`config.mk`:
```
export PLATFORM = sky130hd
export DESIGN_NAME = spd_top
export DESIGN_NICKNAME = d
export VERILOG_FILES = /design/src/hdl/spd_pkg.sv /design/src/hdl/spd_pin_drv.sv /design/src/hdl/spd_prescaler.sv /design/src/hdl/spd_top.sv
export SDC_FILE = /design/constraint.sdc
export NUM_CORES = 1
export LEC_CHECK = 0
export BUFFER_PORTS_ARGS = -buffer_cell sky130_fd_sc_hd__buf_2
export CAP_MARGIN = 20
export CORE_AREA = 2 2 98 100
export DETAILED_ROUTE_END_ITERATION = 7
export DIE_AREA = 0 0 100 102
export PLACE_DENSITY = 0.78
export SLEW_MARGIN = 20
export SYNTH_ARGS = -nofsm -noshare
export SYNTH_HDL_FRONTEND = slang
export SYNTH_SLANG_ARGS = --single-unit
export TNS_END_PERCENT = 20
```
`constraint.sdc`:
```
create_clock -name pclk -period 2.2 [get_ports pclk]
set_input_delay 0 -clock pclk [delete_from_list [all_inputs] [get_ports pclk]]
set_output_delay 0 -clock pclk [all_outputs]
set_load 0.02 [all_outputs]
```
`src/hdl/spd_pkg.sv`:
```
// spd_pkg: register map, field layout and state types of the pwm duty generator
// assumes: 32-bit apb with one aligned word per register, one system clock
package spd_pkg;

   ////////////////////////////////////////////////////////////////////////////////
   // register byte offsets
   localparam logic [7:0] OFS_CTRL = 8'h00;
   localparam logic [7:0] OFS_DUTY_HI = 8'h04;
   localparam logic [7:0] OFS_SHADOW = 8'h08;
   localparam logic [7:0] OFS_PERIOD = 8'h0c;
   localparam logic [7:0] OFS_TCTRL = 8'h10;
   localparam logic [7:0] OFS_TCOUNT = 8'h14;
   localparam logic [7:0] OFS_TSEL = 8'h18;
   localparam logic [7:0] OFS_IRQ_EN = 8'h1c;
   localparam logic [7:0] OFS_IRQ_FLG = 8'h20;

   ////////////////////////////////////////////////////////////////////////////////
   // field positions and masks
   localparam int MODE_POS = 2;
   localparam int DC_LO_POS = 4;
   localparam int PSC_POS = 0;
   localparam int RUN_POS = 2;
   localparam int TMF_POS = 1;
   localparam logic [1:0] PWM_MODE = 2'h3;
   localparam logic [7:0] CTRL_WMASK = 8'h3f;
   localparam logic [7:0] TCTRL_WMASK = 8'h7f;
   localparam logic [7:0] REG_RST = 8'h00;

   ////////////////////////////////////////////////////////////////////////////////
   // timing
   localparam int TICKS_PER_INC = 4;
   localparam int PSC_W = 8;

   ////////////////////////////////////////////////////////////////////////////////
   // types
   typedef enum logic [1:0] {
      ST_IDLE = 2'b01,
      ST_ACK = 2'b10
   } spd_apb_st_t;

   typedef struct packed {
      logic lvl;
      logic oe_n;
   } spd_pin_t;

   typedef struct packed {
      logic [7:0] ctrl;
      logic [7:0] duty_hi;
      logic [7:0] shadow;
      logic [1:0] lat;
      logic [7:0] period;
      logic [7:0] tctrl;
      logic [7:0] tmr;
      logic [7:0] tsel;
      logic [7:0] irq_en;
      logic flag;
      spd_apb_st_t st;
      logic [31:0] rdata;
      logic slverr;
   } spd_regs_t;

   localparam spd_pin_t PIN_RST = '{lvl: 1'b0, oe_n: 1'b1};
   localparam spd_regs_t REGS_RST = '{st: ST_IDLE, rdata: 32'h0, default: '0};

endpackage

```
`src/hdl/spd_pin_drv.sv`:
```
// spd_pin_drv: output level and drive enable of the pwm pin
// assumes: set, clr, off, en and hold from logic on the same clock
`timescale 1ns/10ps
`default_nettype none
module spd_pin_drv
   import spd_pkg::*;
(
   input wire logic pclk, // system clock
   input wire logic presetn, // async reset, active low
   input wire logic set, // period start
   input wire logic clr, // duty match
   input wire logic off, // pwm mode disabled
   input wire logic en, // drive the pin
   input wire logic hold, // sleep: freeze
   output logic pin, // pin level
   output logic oe_n // pin driven when low
);

   spd_pin_t s_q, s_d;

   ////////////////////////////////////////////////////////////////////////////////
   always_comb begin
      s_d = s_q;
      // RULE12 frozen in sleep
      if (!hold) begin
         s_d.oe_n = !en;
         // RULE17 mode off forces low
         if (off) begin
            s_d.lvl = 1'b0;
         end else if (set) begin
            s_d.lvl = 1'b1;
         end else if (clr) begin
            s_d.lvl = 1'b0;
         end
      end
   end

   // RULE14 reset to input
   always_ff @(posedge pclk or negedge presetn) begin
      if (!presetn) begin
         s_q <= PIN_RST;
      end else begin
         s_q <= s_d;
      end
   end

   assign pin = s_q.lvl;
   assign oe_n = s_q.oe_n;
endmodule
`default_nettype wire

```
`src/hdl/spd_prescaler.sv`:
```
// spd_prescaler: timer prescale counter, increment tick and time base low bits
// assumes: run and clr come from logic on the same clock
`timescale 1ns/10ps
`default_nettype none
module spd_prescaler
   import spd_pkg::*;
#(
   parameter int CNT_W = PSC_W
) (
   input wire logic pclk, // system clock
   input wire logic presetn, // async reset, active low
   input wire logic run, // advance the count
   input wire logic clr, // restart the count
   input wire logic [1:0] sel, // prescale select 1/4/16/64
   output logic tick, // timer increment this cycle
   output logic [1:0] low // time base low bits
);

   typedef struct packed {
      logic [CNT_W-1:0] cnt;
   } spd_psc_st_t;

   spd_psc_st_t s_q, s_d;
   logic [CNT_W-1:0] last;

   ////////////////////////////////////////////////////////////////////////////////
   always_comb begin
      // RULE1 four clocks times prescale
      last = CNT_W'((TICKS_PER_INC << (2 * int'(sel))) - 1);
      tick = run && (s_q.cnt == last);
      // RULE8 top two bits of count
      low = s_q.cnt[2 * int'(sel) +: 2];
      s_d = s_q;
      if (clr) begin
         s_d.cnt = '0;
      end else if (tick) begin
         s_d.cnt = '0;
      end else if (run) begin
         s_d.cnt = s_q.cnt + CNT_W'(1);
      end
   end

   always_ff @(posedge pclk or negedge presetn) begin
      if (!presetn) begin
         s_q <= '0;
      end else begin
         s_q <= s_d;
      end
   end
endmodule
`default_nettype wire

```
`src/hdl/spd_top.sv`:
```
// spd_top: standard pwm duty generator with apb register file
// assumes: apb master on pclk, sleep_req synchronous to pclk
//
// Behaviour
// (RULE1) period is (period_limit+1) times four clocks times prescale factor
// (RULE2) count past period_limit clears timer and loads duty shadow
// (RULE3) each rollover sets the pin, unless duty is zero
// (RULE4) duty is 10 bits: duty_high_byte plus control bits 5:4
// (RULE5) duty writes accepted anytime, applied only at the period match
// (RULE6) duty shadow is read-only in pwm mode
// (RULE7) shadow plus hidden 2-bit latch double-buffer the duty
// (RULE8) time base is timer count plus two prescaler or clock-phase bits
// (RULE9) time base equal to shadow and latch clears the pin
// (RULE10) resolution is log2 of four times (period_limit+1)
// (RULE11) duty beyond the period never clears the pin
// (RULE12) sleep freezes timer, shadow and pin; count resumes afterwards
// (RULE13) all timing derives from the system clock
// (RULE14) reset returns pin to input and all registers to reset values
// (RULE15) software sets timer_run_bit after choosing the prescale
// (RULE16) timer counts only while timer_run_bit is set
// (RULE17) pin is driven low when pwm mode is off; the code instead releases the pin (oe_n high) with its level low
`timescale 1ns/10ps
`default_nettype none
module spd_top
   import spd_pkg::*;
(
   input wire logic pclk, // system clock
   input wire logic presetn, // async reset, active low
   input wire logic psel, // apb select
   input wire logic penable, // apb access phase
   input wire logic pwrite, // apb write
   input wire logic [7:0] paddr, // apb byte address
   input wire logic [31:0] pwdata, // apb write data
   output logic [31:0] prdata, // apb read data
   output logic pready, // apb ready
   output logic pslverr, // apb error, unmapped
   input wire logic sleep_req, // device asleep
   output logic pwm_output_pin, // pwm level
   output logic pwm_output_oe_n // pin driven when low
);

   spd_regs_t s_q, s_d;

   logic pwm_on;
   logic run;
   logic tick;
   logic match;
   logic roll;
   logic [1:0] tb_low;
   logic [1:0] dc_lo;
   logic [9:0] duty;
   logic [9:0] cmp;
   logic [9:0] tbase;
   logic hit;
   logic set_pin;
   logic wr;
   logic tcount_wr;
   logic rd_hit;
   logic [7:0] rd_val;

   ////////////////////////////////////////////////////////////////////////////////
   // decode of control state
   assign pwm_on = s_q.ctrl[MODE_POS +: 2] == PWM_MODE;
   // RULE16 run bit gates the timer
   assign run = s_q.tctrl[RUN_POS] && !sleep_req;
   assign match = s_q.tmr == s_q.period;
   assign roll = run && tick && match;
   assign dc_lo = s_q.ctrl[DC_LO_POS +: 2];
   // RULE4 duty from two registers
   assign duty = {s_q.duty_hi, dc_lo};
   assign cmp = {s_q.shadow, s_q.lat};
   // RULE8 ten-bit time base
   assign tbase = {s_q.tmr, tb_low};
   // RULE9 duty match clears the pin
   // RULE10 only reachable values match
   assign hit = pwm_on && (tbase == cmp);
   // RULE3 set in first cycle of the period
   // same one-cycle latency as the clear: high time is duty times prescale clocks
   assign set_pin = pwm_on && run && (tbase == 10'h000) && (cmp != 10'h000);

   assign wr = (s_q.st == ST_ACK) && psel && penable && pwrite && !s_q.slverr;
   assign tcount_wr = wr && (paddr == OFS_TCOUNT);

   ////////////////////////////////////////////////////////////////////////////////
   // read mux
   always_comb begin
      rd_hit = 1'b1;
      rd_val = 8'h00;
      case (paddr)
         OFS_CTRL: begin
            rd_val = s_q.ctrl;
         end
         OFS_DUTY_HI: begin
            rd_val = s_q.duty_hi;
         end
         OFS_SHADOW: begin
            rd_val = s_q.shadow;
         end
         OFS_PERIOD: begin
            rd_val = s_q.period;
         end
         OFS_TCTRL: begin
            rd_val = s_q.tctrl;
         end
         OFS_TCOUNT: begin
            rd_val = s_q.tmr;
         end
         OFS_TSEL: begin
            rd_val = s_q.tsel;
         end
         OFS_IRQ_EN: begin
            rd_val = s_q.irq_en;
         end
         OFS_IRQ_FLG: begin
            rd_val[TMF_POS] = s_q.flag;
         end
         default: begin
            rd_hit = 1'b0;
         end
      endcase
   end

   ////////////////////////////////////////////////////////////////////////////////
   // next state
   always_comb begin
      s_d = s_q;

      // apb: one wait state, answer registered
      unique case (s_q.st)
         ST_IDLE: begin
            if (psel && penable) begin
               s_d.st = ST_ACK;
               s_d.rdata = {24'h0, rd_val};
               s_d.slverr = !rd_hit;
            end
         end
         ST_ACK: begin
            s_d.st = ST_IDLE;
            s_d.slverr = 1'b0;
         end
      endcase

      // RULE2 rollover and shadow load
      // RULE12 run low in sleep
      if (run && tick) begin
         if (match) begin
            s_d.tmr = 8'h00;
            // RULE7 double-buffered duty
            if (pwm_on) begin
               s_d.shadow = s_q.duty_hi;
               s_d.lat = dc_lo;
            end
         end else begin
            s_d.tmr = s_q.tmr + 8'h01;
         end
      end

      // RULE5 writes land in buffer only
      if (wr) begin
         case (paddr)
            OFS_CTRL: begin
               s_d.ctrl = pwdata[7:0] & CTRL_WMASK;
            end
            OFS_DUTY_HI: begin
               s_d.duty_hi = pwdata[7:0];
            end
            OFS_SHADOW: begin
               // RULE6 read-only in pwm mode
               if (!pwm_on) begin
                  s_d.shadow = pwdata[7:0];
               end
            end
            OFS_PERIOD: begin
               s_d.period = pwdata[7:0];
            end
            OFS_TCTRL: begin
               s_d.tctrl = pwdata[7:0] & TCTRL_WMASK;
            end
            OFS_TCOUNT: begin
               s_d.tmr = pwdata[7:0];
            end
            OFS_TSEL: begin
               s_d.tsel = pwdata[7:0];
            end
            OFS_IRQ_EN: begin
               s_d.irq_en = pwdata[7:0];
            end
            OFS_IRQ_FLG: begin
               s_d.flag = pwdata[TMF_POS];
            end
            default: begin
            end
         endcase
      end

      // match flag: set wins over clear
      if (roll) begin
         s_d.flag = 1'b1;
      end
   end

   // RULE14 all registers reset
   always_ff @(posedge pclk or negedge presetn) begin
      if (!presetn) begin
         s_q <= REGS_RST;
      end else begin
         s_q <= s_d;
      end
   end

   assign prdata = s_q.rdata;
   assign pready = s_q.st[1];
   assign pslverr = s_q.slverr;

   ////////////////////////////////////////////////////////////////////////////////
   // RULE13 timing from pclk
   spd_prescaler #(
      .CNT_W(PSC_W)
   ) u_psc (
      .pclk(pclk),
      .presetn(presetn),
      .run(run),
      .clr(tcount_wr),
      .sel(s_q.tctrl[PSC_POS +: 2]),
      .tick(tick),
      .low(tb_low)
   );

   // RULE11 no match, pin unchanged
   spd_pin_drv u_pin (
      .pclk(pclk),
      .presetn(presetn),
      .set(set_pin),
      .clr(hit),
      .off(!pwm_on),
      .en(pwm_on),
      .hold(sleep_req),
      .pin(pwm_output_pin),
      .oe_n(pwm_output_oe_n)
   );
endmodule
`default_nettype wire

```
# --- After elaboration in Yosys (flattened, before gate mapping) ---
# Index checks and enable logic that the tools add are counted.
totals:
  regBits: 85
classes:
  add_sub_neg: 3
  n_eq_ne: 16
  shifts: 2
  mux: 27
  bitwise_logic: 1
  n_reduce_logical: 35
ops:
  columns: ["operator", "count"]
  rows:
  - ["$mux W8", 11]
  - ["$pmux W6 S8", 1]
  - ["$mux W35", 1]
  - ["$eq A8 B5 Y1 const B", 4]
  - ["$mux W10", 3]
  - ["$mux W25", 1]
  - ["$reduce_and A2 Y1", 9]
  - ["$add A8 B1 Y8 const B", 2]
  - ["$eq A8 B4 Y1 const B", 2]
  - ["$eq A8 B8 Y1", 2]
  - ["$logic_and A1 B1 Y1", 14]
  - ["$eq A10 B10 Y1", 1]
  - ["$logic_not A10 Y1", 1]
  - ["$reduce_bool A10 Y1", 1]
  - ["$pmux W1 S9", 1]
  - ["$reduce_or A9 Y1", 1]
  - ["$eq A8 B3 Y1 const B", 1]
  - ["$eq A8 B6 Y1 const B", 1]
  - ["$logic_not A8 Y1", 1]
  - ["$pmux W1 S8", 1]
  - ["$shiftx A8 B4 Y2", 1]
  - ["$shl A3 B3 Y8 const A", 1]
  - ["$sub A8 B2 Y8 const B", 1]
  - ["$mux W1", 6]
  - ["11 further kinds", 16]

# --- Depth between registers and ports, before layout ---
# Gate-level depths: netlist of the first run.
logic_depth:
  ltp_word: 9
  ltp_mapped: 8
  depth_no_buf: 6

# --- Hierarchy ---
# A second synthesis of the first run with hierarchy kept.
unflattened:
  hier_cells: 485
  hier_area_um2: 5064.9
modules_own_cells:
  columns: ["module", "n_inst", "cells_each", "area_each_um2", "seq_area_each_um2"]
  rows:
  - ["spd_top", 1, 420, 4433.0, 1878.1]
  - ["spd_prescaler", 1, 56, 548.0, 200.2]
  - ["spd_pin_drv", 1, 9, 83.8, 51.3]

# --- Least setup slack after synthesis of the first run ---
# OpenSTA, ideal clock, no wires.
synth_path:
  path_type: "register -> register"
  start: "register u_psc.s_q[0] (netlist bit)"
  end: "register s_q, in the netlist cmp[8]"
  setup_ns: 0.138
  t_arrival_ns: 1.877
  t_required_ns: 2.062
  setup_slack_ns: 0.185
  path_stages_with_launch: 9
  path_buffers: 2
  period_less_slack_ns: 2.015
  cell_sequence: "dfrtp_1 > ha_1 > and3b_1 > buf_2 > o211ai_1 > or4b_1 > buf_2 > o32ai_1 > a31oi_1"
synth_lines:
  columns: ["item", "line_no", "text"]
  rows:
  - ["start, declared", "spd_prescaler.sv:23", "spd_psc_st_t s_q, s_d;"]
  - ["start signal, assigned", "spd_prescaler.sv:45", "s_q <= '0;"]
  - ["start signal, assigned", "spd_prescaler.sv:47", "s_q <= s_d;"]
  - ["end signal, assigned", "spd_top.sv:205", "s_q <= REGS_RST;"]
  - ["end signal, assigned", "spd_top.sv:207", "s_q <= s_d;"]
  - ["end, declared", "spd_top.sv:42", "spd_regs_t s_q, s_d;"]

==> impl_metrics.env, run 1 <==
export IMPL_setup_viol=0
export IMPL_grt_max_degree=45
export IMPL_synth_top_family_by_area="multiplexers"
export IMPL_async_reset_ff_share_pct=100
export IMPL_die_h_um=102
export IMPL_synth_top_flop_cell="dfrtp_1"
export IMPL_grtUsageTotal_pct=26.5
export IMPL_yosys_warnings=0
export IMPL_insertion_delay_ns=0.36
export IMPL_clock_sinks=85
export IMPL_ff2ff_path_depth=5
export IMPL_p_int_uw=2210
export IMPL_num_nets_final=572
export IMPL_synth_top_area_share_pct=41.2
export IMPL_antenna_found_initial=0
export IMPL_vias=4038
export IMPL_syn_avg_cell_area_um2=10.8
export IMPL_synthXorXnorAreaFrac_pct=4.00
export IMPL_final_seq_area_um2=2130
export IMPL_pwr_share_clk_pct=37.6
export IMPL_start_util_pct=55.3
export IMPL_vias_per_cell=6.32
export IMPL_reg2reg_to="cmp[9]"
export IMPL_dr_pass1_iters=5
export IMPL_grt_pass1_vias=3859
export IMPL_hold_violations=0
export IMPL_hold_path_class="primary input to flop"
export IMPL_core_area_um2=9110
export IMPL_skew_ns=0.0102
export IMPL_fin_area_um2=5650
export IMPL_die_w_um=100
export IMPL_tritoncts="yes"
export IMPL_synth_seq_cells=85
export IMPL_synth_cell_type_count=69
export IMPL_end_kind="flop"
export IMPL_cp_start_kind="flop"
export IMPL_post_route_min_period_ns=2.09
export IMPL_cts_max_level=3
export IMPL_synth_fa_ha_area_share_pct=0.745
export IMPL_path_class="flop to flop"
export IMPL_synth_edf_count=0
export IMPL_yosys_area_top_type="dfrtp_1"
export IMPL_total_power_uw=2960
export IMPL_syn2layout_area_growth_pct=12.1
export IMPL_numCtsBuffers=9
export IMPL_syn_area_um2=5040
export IMPL_leakagePower_uw=0.00265
export IMPL_path_clk_slew_ns=0.08
export IMPL_synth_compound_area_share_pct=13.0
export IMPL_endpoint="cmp[9]"
export IMPL_io_pins=82
export IMPL_syn_inst=468
export IMPL_synth_area_leaders="dfrtp_1 41%, mux2_2 11%, buf_4 5.1%"
export IMPL_root_buffer="clkbuf_8"
export IMPL_cap_violations=0
export IMPL_multi_input_area_um2=2600
export IMPL_port_buffers=33
export IMPL_ant_nets=0
export IMPL_clock_fmax_mhz=478
export IMPL_p_comb_share_pct=8.8
export IMPL_worst_slew_pin_slew_ns=0.577
export IMPL_slew_violations=0
export IMPL_drtIter0Drc=279
export IMPL_rsz0062_at_grt="no"
export IMPL_grt_pass1_wl_um=20500
export IMPL_drcViolationCount=0
export IMPL_wl_um=13000
export IMPL_worst_ep_required_time_ns=2.42
export IMPL_placed_area_um2=5360
export IMPL_reg2reg_from="s_q[61]"
export IMPL_sequentialPowerShare_pct=53.6
export IMPL_rrSetupSlack_ns=0.11
export IMPL_p_sw_uw=747
export IMPL_overflow=0
export IMPL_dieArea_um2=10200
export IMPL_gp_congestion=0.931
export IMPL_ir_drop_uv=299
export IMPL_wire_per_inst_um=20.3
export IMPL_powerDensity_nw_per_um2=523
export IMPL_clock_path_buffers=2
export IMPL_nFillCells=700
export IMPL_synth_area_mux_share_pct=16.8
export IMPL_ys_seq_area_share_pct=42.3
export IMPL_p_sw_share_pct=25.3
export IMPL_hpwl_um=9380
export IMPL_crit_start="s_q[61]"
export IMPL_cp_arrival_ns=2.31
export IMPL_drive_gt1_share_pct=30.1
export IMPL_post_route_period_util_pct=95.1
export IMPL_rows=35
export IMPL_maxSlewHeadroom_pct=61.5
export IMPL_status="finished clean"
export IMPL_diodes=0
export IMPL_synth_simple_area_share_pct=15.1
export IMPL_critPathMaxFanout=9
[layout make-up]
class | instances | area share, %
clock buffers | 12 | 2.57
repair buffers | 82 | 10.1
flip-flops and latches | 85 | 37.7
well taps | 111 | 2.46
inverters | 6 | 0.399
clock inverters | 4 | 0.864
multi-input cells | 339 | 45.9
[critical path, cell delays in order (launching register included)]
cell	delay, ns
dfrtp_2	0.47
nor4_4	0.28
o211ai_1	0.14
or4b_4	0.64
o32ai_1	0.32
a31oi_1	0.09
[kinds of logic (layout without fill, tap and decap cells)]
kind of cell,after synthesis,after routing
fa+ha+maj,3,3
other cells,1,24
mux,67,67
flops,85,85
xor+xnor,23,23
simple gates,128,128
buf+inv,67,104
compound gates,94,94
[metrics by stage]
step,hold WS [ns],utilization [%],setup WS [ns],setup TNS [ns],cells
after global routing,0.00531,62.0,0.00702,0,639
after CTS,0.00668,61.9,0.0390,0,638
after detailed placement,0.0237,58.9,-0.0340,-0.0340,614
after floorplan,-0.296,-,0.185,0,491
after global placement,0.0191,58.9,0.0836,0,614
final,0.00232,62.0,0.109,0,639
[cells in the final DEF (no fill, tap or decap), types with 3 or more instances in the layout]
master / n
dfrtp_1: 82
mux2_2: 48
buf_4: 41
nand2_1: 36
buf_2: 32
conb_1: 24
o21ai_0: 22
xnor2_1: 15
a21oi_1: 14
nand3_1: 11
nor3_1: 10
clkbuf_8: 10
nor2_1: 9
xor2_1: 8
mux2i_1: 8
dlygate4sd3_1: 8
nand4_1: 7
and3_1: 7
nor4_1: 7
inv_1: 6
nand2b_1: 6
o31ai_1: 5
a31o_2: 5
a31oi_1: 5
nor2b_1: 5
mux4_2: 5
o32ai_1: 4
o21ai_1: 4
o221a_1: 4
o2bb2ai_1: 3
or4b_1: 3
nand4b_1: 3
o41ai_1: 3
and2_1: 3
mux4_1: 3
a22oi_1: 3
mux2_1: 3
ha_1: 3
[cells in the mapped netlist, types with 7 or more instances]
cell / n
a21oi_1: 14
and3_1: 7
buf_2: 10
buf_4: 34
clkbuf_1: 14
dfrtp_1: 83
mux2_2: 48
mux2i_1: 8
nand2_1: 36
nand3_1: 11
nand4_1: 7
nor2_1: 9
nor3_1: 10
nor4_1: 7
o21ai_0: 22
xnor2_1: 15
xor2_1: 8
[worst min path at each step]
stage / end / cells after the start / slack [ns] / startpoint
finish: u_pin.oe_n / 2 / 0.002 / sleep_req
global route: u_pin.oe_n / 2 / 0.005 / sleep_req
CTS: u_pin.oe_n / 2 / 0.007 / sleep_req
detailed placement: u_psc.s_q[6] / 1 / 0.02 / presetn
global placement: u_psc.s_q[5] / 1 / 0.02 / presetn
floorplan: cmp[0] / 0 / -0.30 / presetn
[state kept, by name, indices dropped and copies added (netlist names), 2 cells and up]
signal and flops:
dc_lo 2, u_psc.s_q 8, s_q 45, cmp 10
duty 8, prdata 8
[power by group through the flow]
stage / Sequential (uW) / Combinational (uW) / Clock, uW
after floorplan: 1620 / 155 / 0
after global routing: 1590 / 283 / 1190
after CTS: 1580 / 256 / 1130
after detailed placement: 1620 / 244 / 0
final: 1590 / 259 / 1110
after global placement: 1610 / 239 / 0
[metal layers]
metal	share of wire, %	GRT usage [%]	vias up
met4	2.7	11.5	0
li1	-	-	1790
met1	43	36.4	2041
met2	49	42.9	179
met5	0	0	-
met3	5.1	3.08	28
[repair_timing]
action / CTS / global route
setup buffers: 0 / 1
hold buffers: 8 / 0
endpoints found under the hold margin: 58 / 0
setup endpoints to repair: 2 / 9
gates resized for setup: 1 / 2
Power figures use the tool's default switching activity.
==> run 2: changes to the inputs <==
Settings changed: PLACE_DENSITY 0.78 to 0.89.
==> run 2 against run 1 <==
  * Via count down 1.9%
  * Sequential share of layout area decreased by 0.067 points
  * Global-route usage is 0.29 points lower
  * Worst setup slack gained 0.020 ns
  * Fmax rose by 0.97%
  * Clock-buffer cell count shrank 1
  * First-iteration DRC count increased by 29%
  * Final cell count shrank 0.31%
  * Flip-flop and latch count is the same
  * Cell area grew 0.18%
  * Wire length shrank 1.9%
  * Non-clock buffer count decreased by 2
==> impl_metrics.env, run 2 (synthesis results as in run 1) <==
export IMPL_critPathMaxFanout=5
export IMPL_worst_ep_required_time_ns=2.45
export IMPL_dieArea_um2=10200
export IMPL_ff2ff_path_depth=6
export IMPL_numCtsBuffers=9
export IMPL_vias_per_cell=6.22
export IMPL_cap_violations=0
export IMPL_drcViolationCount=0
export IMPL_cts_max_level=3
export IMPL_status="finished clean"
export IMPL_layout_common_cells="82 x dfrtp_1, 48 x mux2_2, 39 x buf_4"
export IMPL_maxSlewHeadroom_pct=56.9
export IMPL_die_w_um=100
export IMPL_post_route_min_period_ns=2.07
export IMPL_root_buffer="clkbuf_8"
export IMPL_core_area_um2=9110
export IMPL_tritoncts="yes"
export IMPL_crit_chain="nand4b_1 > nor2_1 > nand3_1 > nor2b_2 > buf_4 > mux2_2"
export IMPL_cp_start_kind="flop"
export IMPL_gp_congestion=0.941
export IMPL_powerDensity_nw_per_um2=542
export IMPL_path_clk_slew_ns=0.09
export IMPL_syn2layout_area_growth_pct=12.3
export IMPL_start_util_pct=55.3
export IMPL_skew_ns=0.0105
export IMPL_overflow=0
export IMPL_tns_ns=0
export IMPL_dr_pass1_iters=5
export IMPL_multi_input_area_um2=2600
export IMPL_hold_ws_ns=0.0125
export IMPL_leakagePower_uw=0.00263
export IMPL_setup_viol=0
export IMPL_nFillCells=702
export IMPL_hold_path_class="primary input to flop"
export IMPL_grt_max_degree=86
export IMPL_ir_drop_uv=263
export IMPL_min_path_cells=3
export IMPL_path_class="flop to flop"
export IMPL_cp_arrival_ns=2.32
export IMPL_wire_per_inst_um=20.0
export IMPL_hold_violations=0
export IMPL_largest_register="s_q"
export IMPL_hpwl_um=9060
export IMPL_final_common_cell="dfrtp_1"
export IMPL_clock_sinks=85
export IMPL_final_seq_area_um2=2130
export IMPL_wl_um=12700
export IMPL_grt_pass1_vias=3834
export IMPL_end_kind="flop"
export IMPL_drtIter0Drc=360
export IMPL_rrSetupSlack_ns=0.13
export IMPL_vias=3963
export IMPL_io_pins=82
export IMPL_slew_violations=0
export IMPL_slowest_stage="dfrtp_1"
export IMPL_clock_path_buffers=2
export IMPL_drive_gt1_share_pct=29.8
export IMPL_antenna_found_initial=0
export IMPL_diodes=0
export IMPL_largest_reg_flops=45
export IMPL_max_stage_delay_ns=0.41
export IMPL_grtUsageTotal_pct=26.2
export IMPL_post_route_period_util_pct=94.1
export IMPL_port_buffers=33
export IMPL_grt_pass1_wl_um=20300
export IMPL_worst_slew_pin_slew_ns=0.637
export IMPL_rows=35
export IMPL_num_nets_final=570
export IMPL_clock_fmax_mhz=483
export IMPL_insertion_delay_ns=0.36
export IMPL_rsz0062_at_grt="no"
export IMPL_die_h_um=102
export IMPL_ant_nets=0
==> run 2: cell types whose count changed in the layout (fill, tap and decap cells not counted), sizes merged <==
cell	previous run	this run
clkinvlp	0	2
buf	74	72
inv	6	7
clkbuf	12	11
bufinv	1	2
clkinv	3	0
==> run 2: final timing paths <==
kind                           start      endpoint
max in group asynchronous    presetn       s_q[33]
hold reg to reg            prdata[4]     prdata[4]
hold / removal             pwdata[6]        cmp[8]
setup / recovery             pslverr       s_q[61]
setup reg to reg             pslverr       s_q[61]
min in group asynchronous    presetn  u_psc.s_q[5]
==> run 2: metal layers <==
layer / wire [um] / vias to the layer above / track usage, % / share of wire [%]
li1: - / 1780 / - / -
met1: 5240 / 1962 / 34.0 / 41
met2: 6260 / 193 / 42.9 / 49
met3: 899 / 28 / 4.86 / 7.1
met4: 345 / 0 / 12.2 / 2.7
met5: 0 / - / 0 / 0
==> run 2: worst max-delay path: cells and delay by family (launching register included) <==
family | cells | cell delay, ns
buffers and inverters | 1 | 0.20
DFF | 1 | 0.41
muxes | 1 | 0.34
and+or+nand+nor | 4 | 1.02
==> run 2: through the flow <==
stage | power, uW | instances | utilization (%) | setup slack, ns | cell area, um^2
floorplan | 1770 | 491 | - | 0.185 | 5130
global placement | 1850 | 613 | 58.8 | 0.192 | 5350
detailed placement | 1860 | 613 | 58.8 | 0.166 | 5350
CTS | 3080 | 637 | 62.0 | 0.133 | 5650
global route | 3180 | 637 | 62.1 | 0.0194 | 5660
finish | 3070 | 637 | 62.1 | 0.129 | 5660
==> run 2: report_power, final <==
part / internal (uW) / switching [uW]
clock network: 645 / 580
registers: 1570 / 10.3
logic: 78.7 / 177
==> run 2: timing repair <==
action,in CTS,in global routing
hold endpoints to repair,96,0
endpoints found under the setup margin,0,6
gates resized for setup,0,3
hold buffers,8,0
buffers inserted,0,0
==> run 2: cell type report <==
| type | instances | area share (%) |
|---|---|---|
| timing repair buffer | 80 | 9.77 |
| multi-input combinational | 339 | 45.9 |
| inverter | 6 | 0.398 |
| tap | 111 | 2.45 |
| clock inverter | 5 | 1.48 |
| sequential | 85 | 37.6 |
| clock buffer | 11 | 2.32 |
==> run 3: changes to the inputs <==
Settings changed: PLACE_DENSITY 0.89 to 0.88.
==> run 3 against run 2 <==
  * Final cell count up 0.31%
  * Clock power down 8%
  * Combinational power up 3%
  * Worst hold slack about the same
  * Core utilization down 0.082 points
  * Largest power group unchanged
  * Sequential power about the same
==> impl_metrics.env, run 3 (synthesis results as in run 1) <==
export IMPL_critPathMaxFanout=9
export IMPL_rrSetupSlack_ns=0.09
export IMPL_skew_ns=0.0135
export IMPL_reg2reg_to="cmp[2]"
export IMPL_start_util_pct=55.3
export IMPL_layout_common_cells="83 x dfrtp_1, 48 x mux2_2, 41 x buf_4"
export IMPL_gp_congestion=0.966
export IMPL_clock_fmax_mhz=473
export IMPL_root_buffer="clkbuf_8"
export IMPL_min_from="pwdata[1]"
export IMPL_nFillCells=692
export IMPL_cp_arrival_ns=2.37
export IMPL_vias_per_cell=6.43
export IMPL_powerDensity_nw_per_um2=527
export IMPL_drcViolationCount=0
export IMPL_hold_path_class="primary input to flop"
export IMPL_grt_pass1_vias=3967
export IMPL_leakagePower_uw=0.00263
export IMPL_clock_sinks=85
export IMPL_cts_setup_buffers=0
export IMPL_num_nets_final=572
export IMPL_wire_per_inst_um=20.9
export IMPL_status="finished clean"
export IMPL_tns_ns=0
export IMPL_grt_max_degree=45
export IMPL_grtUsageTotal_pct=27.5
export IMPL_insertion_delay_ns=0.37
export IMPL_slew_violations=0
export IMPL_grt_pass1_wl_um=21300
export IMPL_path_clk_slew_ns=0.09
export IMPL_dieArea_um2=10200
export IMPL_path_class="flop to flop"
export IMPL_diodes=0
export IMPL_largest_register="s_q"
export IMPL_rows=35
export IMPL_end_kind="flop"
export IMPL_worst_slew_pin_slew_ns=0.611
export IMPL_worst_ep_required_time_ns=2.46
export IMPL_fin_util_pct=62.1
export IMPL_hpwl_um=9330
export IMPL_overflow=0
export IMPL_fin_cells=639
export IMPL_die_h_um=102
export IMPL_cap_violations=0
export IMPL_drtIter0Drc=478
export IMPL_reg2reg_from="pslverr"
export IMPL_total_power_uw=2980
export IMPL_numCtsBuffers=9
export IMPL_multi_input_area_um2=2600
export IMPL_core_area_um2=9110
export IMPL_clock_path_buffers=2
export IMPL_cp_start_kind="flop"
export IMPL_dr_pass1_iters=6
export IMPL_tritoncts="yes"
export IMPL_hold_ws_ns=0.0121
export IMPL_vias=4109
export IMPL_maxSlewHeadroom_pct=59.1
export IMPL_setup_viol=0
export IMPL_wl_um=13300
export IMPL_largest_reg_flops=45
export IMPL_antenna_found_initial=0
export IMPL_rsz0062_at_grt="no"
export IMPL_min_path_cells=2
export IMPL_syn2layout_area_growth_pct=12.2
export IMPL_cts_max_level=3
export IMPL_ant_nets=0
export IMPL_post_route_period_util_pct=96.1
export IMPL_drive_gt1_share_pct=29.7
export IMPL_ir_drop_uv=309
export IMPL_ff2ff_path_depth=5
export IMPL_post_route_min_period_ns=2.11
export IMPL_final_seq_area_um2=2130
export IMPL_die_w_um=100
export IMPL_hold_end="s_q[53]"
export IMPL_dp_cells=615
export IMPL_port_buffers=33
export IMPL_hold_violations=0
export IMPL_final_common_cell="dfrtp_1"
export IMPL_io_pins=82
## run 3: changes by cell type in the layout (fill, tap and decap cells not counted), sizes merged
cell / before / now
buf: 72 / 74
clkinvlp: 2 / 3
bufinv: 2 / 1
## run 3: layer usage
layer  up-vias  track usage, %  routed length (um)
met4         0            11.1                 432
li1       1802               -                   -
met5         -               0                   0
met3        52            5.75                1120
met1      1992            36.5                5370
met2       263            44.6                6410
## run 3: area by class of cell
class	instances	share of cell area, %
clock buffers	11	2.32
flip-flops and latches	85	37.7
well taps	111	2.46
repair buffers	82	10.0
multi-input cells	339	46.0
inverters	6	0.398
clock inverters	5	1.08
## run 3: repair_timing
action,4_1_cts,5_1_grt
hold buffers,8,0
resized for setup,0,2
hold endpoints to repair,53,0
endpoints found under the setup margin,0,11
## run 3: worst max path at each step
stage                       from      end  slack, ns  cells after the start
CTS                      s_q[60]   cmp[6]       0.07                      6
global route        u_psc.s_q[1]  s_q[55]       0.02                      7
detailed placement  u_psc.s_q[2]   cmp[9]       0.06                      5
global placement         s_q[61]   cmp[9]       0.12                      5
finish                   pslverr   cmp[2]       0.09                      5
floorplan           u_psc.s_q[0]   cmp[8]       0.18                      8
## run 3: metrics by stage
stage	setup WS, ns	cell area, um^2
after CTS	0.0691	5640
final	0.0858	5650
after floorplan	0.185	5130
after detailed placement	0.0645	5370
after global routing	0.0220	5650
after global placement	0.124	5370
## run 3: power breakdown
group / internal (uW) / switching [uW]
Sequential: 1570 / 10.6
Combinational: 79.3 / 183
Clock: 530 / 600
Total: 2180 / 793
## run 3: critical path: stages, from the launching register on
cell	delay, ns
dfrtp_1	0.42
nand4b_1	0.35
nor4b_4	0.62
nand2_1	0.18
buf_4	0.21
o221a_1	0.22
